`config.mk`:
```
export PLATFORM = sky130hd
export DESIGN_NAME = battery_measurement_result_regs
export DESIGN_NICKNAME = d
export VERILOG_FILES = /design/src/inc/batt_meas_pkg.sv /design/src/verilog/battery_measurement_result_regs.sv
export SDC_FILE = /design/constraint.sdc
export NUM_CORES = 1
export LEC_CHECK = 0
export BUFFER_PORTS_ARGS = -buffer_cell sky130_fd_sc_hd__buf_2
export CAP_MARGIN = 20
export CORE_MARGIN = 1
export CORE_UTILIZATION = 45
export DETAILED_ROUTE_END_ITERATION = 7
export GPL_TIMING_DRIVEN = 0
export PLACE_DENSITY = 0.65
export REMOVE_ABC_BUFFERS = 1
export SYNTH_ARGS = -nofsm -noshare
export SYNTH_HDL_FRONTEND = slang
export SYNTH_SLANG_ARGS = --single-unit
```
`constraint.sdc`:
```
create_clock -name clk -period 8.4 [get_ports clk]
set_clock_uncertainty 0.15 [all_clocks]
set_input_delay 1.26 -clock clk [delete_from_list [all_inputs] [get_ports clk]]
set_output_delay 1.26 -clock clk [all_outputs]
set_load 0.01 [all_outputs]
```
`src/inc/batt_meas_pkg.sv`:
```
package batt_meas_pkg;
   // Clock and timing
   localparam int CLK_HZ = 25000000;
   localparam real CURR_PERIOD_MS = 27.46;
   localparam int CURR_PERIOD_CYC = int'(CURR_PERIOD_MS * CLK_HZ / 1000.0);
   // Register indices as seen by the command port
   localparam logic [1:0] REG_TEMP = 2'h0;
   localparam logic [1:0] REG_VOLT = 2'h1;
   localparam logic [1:0] REG_CURR = 2'h2;
   localparam logic [1:0] REG_OFFS = 2'h3;
   // Field layout
   localparam int TEMP_LSB = 3;
   localparam int VOLT_BITS = 10;
   localparam int OFFS_LSB = 3;
   localparam int OFFS_MAG = 9;
   localparam logic [15:0] ZERO16 = 16'h0000;
   localparam logic [7:0] ZERO8 = 8'h00;

   // Voltage conversion sequence
   typedef enum logic [1:0] {V_IDLE, V_WAIT, V_STORE} vstate_t;

   // Register read/write request from the bus engine
   typedef struct packed {
      logic wr;
      logic rd;
      logic [1:0] sel;
      logic hiByte;
      logic [7:0] data;
   } regReq_t;

   // Analog converter results
   typedef struct packed {
      logic valid;
      logic [15:0] value;
   } convRes_t;
endpackage

```
`src/verilog/battery_measurement_result_regs.sv`:
```
`timescale 1ns/10ps
// Notes on behaviour
// - Temperature is 13-bit two's complement in bits 15:3; bits 2:0 read zero.
// - Serial bytes travel LSB first; the byte-wide port here feeds that shifter.
// - A 10-bit voltage conversion runs only on a host convert command.
// - A finished voltage conversion lands in the two-byte voltage result register.
// - Voltage is unsigned, 10 mV per step, ten bits across low byte and two high.
// - Configuration selects supply or auxiliary input for each voltage conversion.
// - Current conversions start on their own every 27.46 ms.
// - Current conversions run only while current_conv_enable is one.
// - Current result is 16-bit two's complement, 0.2441 mV per step.
// - Current result MSB is the sign: charge positive, discharge negative.
// - Offset register is added to each raw current before storing.
// - Offset is a two-byte two's complement host read/write, writable only while current conversions are off; every reset reloads it from OFFS_INIT.
// - Offset bits 2:0 zero, 11:3 magnitude, 12 sign, 15:13 copy the sign.
module battery_measurement_result_regs
   import batt_meas_pkg::*;
#(
   parameter int CURR_PERIOD = CURR_PERIOD_CYC,
   parameter logic [15:0] OFFS_INIT = 16'h0000
)(
   input wire logic clk,
   input wire logic rstn,
   input wire regReq_t regReq,
   input wire logic convVoltCmd,
   input wire logic currConvEnable,
   input wire logic selAuxInput,
   input wire convRes_t tempRes,
   input wire convRes_t voltSupplyRes,
   input wire convRes_t voltAuxRes,
   input wire convRes_t currRawRes,
   output logic [7:0] readData,
   output logic readValid,
   output logic voltStart,
   output logic voltSelAux,
   output logic currStart,
   output logic voltBusy,
   output logic offsWriteRefused
);
   typedef struct packed {
      logic [15:0] temp;
      logic [15:0] volt;
      logic [15:0] curr;
      logic [15:0] offs;
      vstate_t vState;
      logic vSelAux;
      logic [31:0] tick;
      logic [7:0] readData;
      logic readValid;
      logic voltStart;
      logic currStart;
      logic refused;
      logic busy;
   } state_t;

   state_t st, next_st;
   logic [1:0] rstSync;
   logic rstIntN;
   // Combinational helpers
   logic [15:0] rdWord;
   logic [15:0] offsIn;
   convRes_t vRes;
   logic tickDone;
   logic [15:0] currSum;

   // Reset release through two flops
   // Entry into reset is immediate, exit waits two edges so every flop leaves it together
   always_ff @(posedge clk or negedge rstn) begin
      if (!rstn) begin
         rstSync <= 2'h0;
      end else begin
         rstSync <= {rstSync[0], 1'b1};
      end
   end
   assign rstIntN = rstSync[1];

   // Read word for the selected register
   // REG_OFFS, the one code left, takes the default arm and reads the offset register
   always_comb begin
      case (regReq.sel)
         REG_TEMP: rdWord = st.temp;
         REG_VOLT: rdWord = st.volt;
         REG_CURR: rdWord = st.curr;
         default: rdWord = st.offs;
      endcase
   end

   // Offset byte formatting: sign copied over the top three bits, low three forced zero
   // Whatever the host writes, the stored word stays a legal offset
   always_comb begin
      offsIn = st.offs;
      if (regReq.hiByte) begin
         offsIn[15:8] = {{3{regReq.data[4]}}, regReq.data[4:0]};
      end else begin
         offsIn[7:0] = {regReq.data[7:OFFS_LSB], 3'h0};
      end
   end

   // Voltage result from the input chosen when the command was taken
   assign vRes = st.vSelAux ? voltAuxRes : voltSupplyRes;

   // Last cycle of a current conversion period
   assign tickDone = (st.tick >= 32'(CURR_PERIOD - 1));

   // Raw current plus offset; the 16-bit sum wraps like the register does
   // Sign stays in bit 15 as long as raw reading plus offset fits in 16 bits
   assign currSum = currRawRes.value + st.offs;

   // Next state
   // Pulses default low so each stands for exactly one cycle
   always_comb begin
      next_st = st;
      next_st.readValid = 1'b0;
      next_st.voltStart = 1'b0;
      next_st.currStart = 1'b0;
      next_st.refused = 1'b0;
      // Temperature result, low bits masked
      // Junk from the converter in the low bits never reaches the host
      if (tempRes.valid) begin
         next_st.temp = {tempRes.value[15:TEMP_LSB], 3'h0};
      end
      // Register reads, a byte at a time for the LSB-first shifter
      // The byte stands until the next read
      if (regReq.rd) begin
         next_st.readData = regReq.hiByte ? rdWord[15:8] : rdWord[7:0];
         next_st.readValid = 1'b1;
      end
      // Offset writes, refused while current conversions are enabled
      // The refusal pulse tells the host its write was lost
      if (regReq.wr && regReq.sel == REG_OFFS) begin
         if (currConvEnable) begin
            next_st.refused = 1'b1;
         end else begin
            next_st.offs = offsIn;
         end
      end
      // Voltage conversion on command only
      // A command that arrives while a conversion runs is dropped
      case (st.vState)
         V_IDLE: begin
            if (convVoltCmd) begin
               next_st.vSelAux = selAuxInput;
               next_st.voltStart = 1'b1;
               next_st.vState = V_WAIT;
            end
         end
         V_WAIT: begin
            if (vRes.valid) begin
               next_st.volt = {6'h00, vRes.value[VOLT_BITS-1:0]};
               next_st.vState = V_IDLE;
            end
         end
         default: next_st.vState = V_IDLE;
      endcase

      // Busy follows the state the voltage sequencer moves to
      next_st.busy = (next_st.vState == V_WAIT);
      // Background current timer
      // Clearing the enable restarts the period, so the first start comes a full period later
      if (!currConvEnable) begin
         next_st.tick = 32'h0;
      end else if (tickDone) begin
         next_st.tick = 32'h0;
         next_st.currStart = 1'b1;
      end else begin
         next_st.tick = st.tick + 32'h1;
      end
      // Offset-corrected current, signed wrap keeps sign in MSB
      // Results that arrive after the enable drops are thrown away
      if (currRawRes.valid && currConvEnable) begin
         next_st.curr = currSum;
      end
   end

   // State register; the offset reloads OFFS_INIT on reset, standing in for its nonvolatile image
   // A pack that needs another power-up offset sets OFFS_INIT to its calibrated value
   always_ff @(posedge clk or negedge rstIntN) begin
      if (!rstIntN) begin
         st.temp <= ZERO16;
         st.volt <= ZERO16;
         st.curr <= ZERO16;
         st.vState <= V_IDLE;
         st.vSelAux <= 1'b0;
         st.tick <= 32'h0;
         st.readData <= ZERO8;
         st.readValid <= 1'b0;
         st.voltStart <= 1'b0;
         st.currStart <= 1'b0;
         st.refused <= 1'b0;
         st.offs <= OFFS_INIT;
         st.busy <= 1'b0;
      end else begin
         st.temp <= next_st.temp;
         st.volt <= next_st.volt;
         st.curr <= next_st.curr;
         st.vState <= next_st.vState;
         st.vSelAux <= next_st.vSelAux;
         st.tick <= next_st.tick;
         st.readData <= next_st.readData;
         st.readValid <= next_st.readValid;
         st.voltStart <= next_st.voltStart;
         st.currStart <= next_st.currStart;
         st.refused <= next_st.refused;
         st.offs <= next_st.offs;
         st.busy <= next_st.busy;
      end
   end

   // Outputs from flops
   // Busy has its own flop so no output passes through decode logic
   assign readData = st.readData;
   assign readValid = st.readValid;
   assign voltStart = st.voltStart;
   assign voltSelAux = st.vSelAux;
   assign currStart = st.currStart;
   assign voltBusy = st.busy;
   assign offsWriteRefused = st.refused;
endmodule

```
==> results of run 1 <==
## cell usage in the layout, fill, tap and decap left out, drive strengths merged, types with 8 or more instances in the layout
cell,synthesis,layout
nand3,12,12
nand2,27,27
nor2,50,50
mux2,39,39
a21oi,25,25
a22oi,8,8
ha,13,13
o21ai,20,20
buf,18,87
dfrtp,99,99
xor2,16,16
conb,2,14
inv,8,8
xnor2,12,12
mux2i,11,11
clkbuf,6,12
## logic make-up after synthesis
| kind of cell | Yosys count | share of synthesized area |
|---|---|---|
| AO/OA/AOI/OAI | 79 | 0.107 |
| AND/OR/NAND/NOR | 113 | 0.111 |
| multiplexers | 57 | 0.145 |
| buffers and inverters | 32 | 0.0376 |
| adder cells (fa/ha/maj) | 14 | 0.0376 |
| other | 2 | 0.00154 |
| flip-flops | 99 | 0.510 |
| XOR/XNOR | 28 | 0.0504 |
## worst min-delay path by stage
| stage | start | endpoint | slack (ps) | depth (start not counted) |
|---|---|---|---|---|
| floorplan | rstSync[0] | rstSync[1] | 180 | 0 |
| global placement | rstSync[0] | rstSync[1] | 190 | 0 |
| detailed placement | rstSync[0] | rstSync[1] | 190 | 0 |
| CTS | rstSync[0] | rstSync[1] | 210 | 0 |
| global route | rstSync[0] | rstSync[1] | 220 | 0 |
| finish | rstSync[1] | currStart | 190 | 0 |
## through the flow
step                      power [W]  hold WS [ps]
after floorplan            0.000804           181
after global placement     0.000888           187
after detailed placement   0.000900           190
after CTS                   0.00124           214
after global routing        0.00130           224
final                       0.00123           191
## registers in the layout, indices dropped and copies added, names as in the netlist
register / cells
voltSelAux: 1
st: 83
rstSync: 2
readValid: 1
currStart: 1
readData: 8
offsWriteRefused: 1
voltBusy: 1
voltStart: 1
## layer usage
metal | GRT usage | wire length [um] | share of wire
met5 | 0 | 0 | 0
met4 | 0.0476 | 90 | 0.0094
met3 | 0.0570 | 372 | 0.039
met2 | 0.314 | 4820 | 0.50
met1 | 0.236 | 4280 | 0.45
## report_power, final
group | internal (W) | leakage, nW | total, W | switching, W
sequential | 0.000552 | 1.22 | 0.000608 | 0.0000561
combinational | 0.000144 | 1.22 | 0.000279 | 0.000135
clock | 0.000184 | 0.113 | 0.000340 | 0.000156
## critical path, stage by stage
cell	delay, ps
buf_2	100
ha_1	230
fa_1	410
a21oi_1	200
nand4b_1	230
a21oi_2	100
or4_1	510
nand3_1	90
## cells in the mapped netlist (all sizes together) (8+ instances only)
cell    n  area [sq um]
a21oi  25           140
a22oi   8          60.1
buf    18           130
dfrtp  99          2480
ha     13           163
inv     8          30.0
mux2   39           439
mux2i  11           110
nand2  27           101
nand3  12          60.1
nor2   50           193
o21ai  20           100
xnor2  12           105
xor2   16           140
## cell type report
type,instances,area share
Sequential cell,99,0.440
Multi-Input combinational cell,305,0.401
Timing Repair Buffer,87,0.0834
Tap cell,136,0.0302
Clock buffer,12,0.0275
Clock inverter,4,0.0129
Inverter,8,0.00532
==> results.sh, run 1 <==
export IMPL_status="finished clean"
export IMPL_slew_viol_final=0
export IMPL_r2r_slack_ps=5980
export IMPL_cp_end_kind="flip-flop"
export IMPL_p_leak_nw=2.55
export IMPL_cts_hold_buf=0
export IMPL_syn_area_per_cell_sq_um=11.5
export IMPL_vias_per_cell=5.14
export IMPL_die_h_um=106
export IMPL_timing_rr_end="st[79]"
export IMPL_fin_nets=610
export IMPL_ir_drop_v=0.000144
export IMPL_placed_cell_area_sq_um=5420
export IMPL_ys_warn_count=0
export IMPL_grt_max_degree=55
export IMPL_tightestPinTransition_ps=929
export IMPL_max_freq_mhz=335
export IMPL_dp_worst_setup_slack_ps=5020
export IMPL_drt_iter0_drc=155
export IMPL_gr_total_overflow=0
export IMPL_worstPathArrival_ps=3150
export IMPL_grt_use_total=0.187
export IMPL_placementRows=37
export IMPL_worst_hold_path_type="flip-flop to asynchronous set/reset pin"
export IMPL_grt_pass1_vias=3257
export IMPL_cts_buffers=9
export IMPL_period_share=0.356
export IMPL_grt_antenna_before_repair=0
export IMPL_drc=0
export IMPL_start_util=0.467
export IMPL_die_w_um=106
export IMPL_fin_crit_ps=2990
export IMPL_syn_to_final_growth_pct=16.1
export IMPL_num_vias=3348
export IMPL_start_kind="input pin"
export IMPL_firstDrtPassIters=4
export IMPL_clk_insertion_delay_late_ps=370
export IMPL_maxCapViolations=0
export IMPL_fin_tns_setup_ps=0
export IMPL_core_area_sq_um=10400
export IMPL_syn_area_sq_um=4860
export IMPL_pwr_density_cell_nw_per_um2=217
export IMPL_synth_flop_cell="dfrtp_1"
export IMPL_regArea_sq_um=2480
export IMPL_dp_hpwl_um=7230
export IMPL_yosys_register_bits=99
export IMPL_routed_wl_um=9570
export IMPL_cts_root_buf="clkbuf_8"
export IMPL_drt_wirelength_per_cell_um=14.7
export IMPL_relSlewSlack=0.379
export IMPL_cts_path_max_buffers=2
export IMPL_syn_inst=424
export IMPL_ant_nets=0
export IMPL_utilization=0.542
export IMPL_fillers=968
export IMPL_finalInstanceArea_sq_um=5640
export IMPL_cts_tree="done"
export IMPL_drive_gt1_frac=0.311
export IMPL_cts_sinks=99
export IMPL_rr_startpoint="st[51]"
export IMPL_grt_pass1_wl_um=15900
export IMPL_io_pins=100
export IMPL_reg2reg_depth=7
export IMPL_path_clk_slew_ps=90
export IMPL_postCtsSetupBuffers=0
export IMPL_endpoint="st[79]"
export IMPL_async_flop_share=1.00
export IMPL_dp_cells=635
export IMPL_placement_io_buffers=84
export IMPL_hold_violations=0
export IMPL_fin_ws_ps=5410
export IMPL_yosysUniqueCellTypes=54
export IMPL_setup_viol=0
export IMPL_fin_cells=651
export IMPL_multi_input_area_sq_um=2260
export IMPL_htreeDepth=3
export IMPL_critPathLaunch="currRawRes[3]"
export IMPL_crit_fanout=4
export IMPL_cts_resized=0
export IMPL_gp_congestion=0.866
export IMPL_synth_edf_count=0
export IMPL_diodes=0
export IMPL_die_area_sq_um=11200
export IMPL_critical_path_class="input pin to flip-flop"
export IMPL_rsz0062_at_grt="false"
export IMPL_synth_seq_area_share=0.510
export IMPL_crit_required_ps=8560
Power figures use the tool's default switching activity.
==> run 2, diff against run 1 <==
--- a/config.mk
+++ b/config.mk
@@ -11,7 +11,7 @@
 export CORE_UTILIZATION = 45
 export DETAILED_ROUTE_END_ITERATION = 7
 export GPL_TIMING_DRIVEN = 0
-export PLACE_DENSITY = 0.65
+export PLACE_DENSITY = 0.67
 export REMOVE_ABC_BUFFERS = 1
 export SYNTH_ARGS = -nofsm -noshare
 export SYNTH_HDL_FRONTEND = slang
==> constraint.sdc (replaced) <==
create_clock -name clk -period 2.5 [get_ports clk]
set_clock_uncertainty 0.15 [all_clocks]
set_input_delay 0.375 -clock clk [delete_from_list [all_inputs] [get_ports clk]]
set_output_delay 0.375 -clock clk [all_outputs]
set_load 0.01 [all_outputs]
==> run 2 against run 1 <==
Combinational power rose to 3.4 times the previous value; cell area decreased by 0.13%; die area unchanged; global-route usage down 0.54 points; via count rose by 0.93%; first-iteration DRC count is 50% lower; final cell count increased by 0.31%; sequential cell count unchanged; critical path depth fell by 1; register-to-register slack worse by 5900 ps; sequential share of layout area grew 0.059 points; clock-buffer cell count down 2; critical endpoint unchanged; highest routed layer unchanged.
==> results.sh, run 2 (same netlist as run 1, synthesis figures left out) <==
export IMPL_fin_crit_ps=2380
export IMPL_die_w_um=106
export IMPL_drc=0
export IMPL_firstDrtPassIters=4
export IMPL_placementRows=37
export IMPL_fin_nets=612
export IMPL_finalInstanceArea_sq_um=5640
export IMPL_grt_max_degree=68
export IMPL_core_area_sq_um=10400
export IMPL_tightestPinTransition_ps=914
export IMPL_relSlewSlack=0.389
export IMPL_grt_use_total=0.182
export IMPL_cp_end_kind="flip-flop"
export IMPL_fin_hold_ws_ps=89.3
export IMPL_placement_io_buffers=84
export IMPL_grt_pass1_wl_um=15800
export IMPL_start_kind="flip-flop"
export IMPL_final_common_cell="dfrtp_1"
export IMPL_mostFrequentLayoutCells="98 x dfrtp_1, 84 x buf_2, 48 x nor2_1"
export IMPL_die_area_sq_um=11200
export IMPL_crit_required_ps=2660
export IMPL_cts_tree="done"
export IMPL_regArea_sq_um=2480
export IMPL_largest_reg_flops=83
export IMPL_worst_hold_path_type="input pin to flip-flop"
export IMPL_r2r_slack_ps=120
export IMPL_num_vias=3379
export IMPL_maxCapViolations=0
export IMPL_crit_fanout=3
export IMPL_fillers=941
export IMPL_cts_buffers=9
export IMPL_drt_wirelength_per_cell_um=14.6
export IMPL_period_share=0.950
export IMPL_setup_viol=0
export IMPL_slew_viol_final=0
export IMPL_placed_cell_area_sq_um=5420
export IMPL_grt_pass1_vias=3312
export IMPL_vias_per_cell=5.17
export IMPL_io_pins=100
export IMPL_cts_path_max_buffers=2
export IMPL_max_freq_mhz=421
export IMPL_ant_nets=0
export IMPL_fin_tns_setup_ps=0
export IMPL_reg_largest_list="st x83, readData x8, rstSync x2"
export IMPL_status="finished clean"
export IMPL_dp_hpwl_um=7200
export IMPL_multi_input_area_sq_um=2260
export IMPL_routed_wl_um=9520
export IMPL_cts_resized=0
export IMPL_power_w=0.00401
export IMPL_gr_total_overflow=0
export IMPL_die_h_um=106
export IMPL_drt_iter0_drc=78
export IMPL_pwr_density_cell_nw_per_um2=712
export IMPL_rsz0062_at_grt="false"
export IMPL_ir_drop_v=0.000330
export IMPL_cts_sinks=99
export IMPL_critical_path_class="flip-flop to flip-flop"
export IMPL_start_util=0.467
export IMPL_worstPathArrival_ps=2530
export IMPL_clk_insertion_delay_late_ps=360
export IMPL_path_clk_slew_ps=90
export IMPL_drive_gt1_frac=0.313
export IMPL_p_leak_nw=2.55
export IMPL_hold_violations=0
export IMPL_diodes=0
export IMPL_syn_to_final_growth_pct=15.9
export IMPL_grt_antenna_before_repair=0
export IMPL_gp_congestion=0.826
export IMPL_htreeDepth=3
export IMPL_cts_root_buf="clkbuf_8"
export IMPL_top_register="st"
## run 2: metrics by stage
stage          worst slack (ps)  std cells   util
2_1_floorplan              -612        412      -
3_3_place_gp              -1670        632  0.513
3_5_place_dp               34.6        635  0.520
4_1_cts                    83.8        652  0.540
5_1_grt                    2.92        653  0.541
6_report                    124        653  0.541
## run 2: worst paths after layout
path | from | endpoint | depth (start not counted)
max | st[51] | st[79] | 7
min | tempRes[13] | st[109] | 2
max reg2reg | st[51] | st[79] | 7
min reg2reg | rstSync[1] | currStart | 0
max in group asynchronous | rstSync[1] | st[76] | 1
min in group asynchronous | rstSync[1] | currStart | 0
## run 2: critical path: stages, from the launching register on
cell,delay (ps)
dfrtp_1,420
ha_1,240
fa_1,410
a21oi_1,200
nand4b_1,210
a21oi_2,80
or4_1,510
nand3_1,90
## run 2: power breakdown
group	internal, W	switching (W)
sequential	0.00185	0.000182
combinational	0.000486	0.000465
clock	0.000489	0.000532
total	0.00283	0.00118
## run 2: what timing repair did
action | in CTS | in global routing
hold buffers | 1 | 0
endpoints found under the hold margin | 2 | 0
setup endpoints to repair | 0 | 1
setup buffers | 0 | 1
## run 2: per-layer routing
layer / share of wire / wire length [um] / GRT usage
met1: 0.43 / 4140 / 0.232
met3: 0.051 / 487 / 0.0362
met5: 0 / 0 / 0
met4: 0.0098 / 93 / 0.0575
met2: 0.50 / 4800 / 0.312
## run 2: cell type report
cell class	count	share of cell area
flip-flops and latches	99	0.440
multi-input cells	305	0.402
repair buffers	89	0.0866
well taps	136	0.0302
clock buffers	10	0.0244
clock inverters	6	0.0115
inverters	8	0.00533
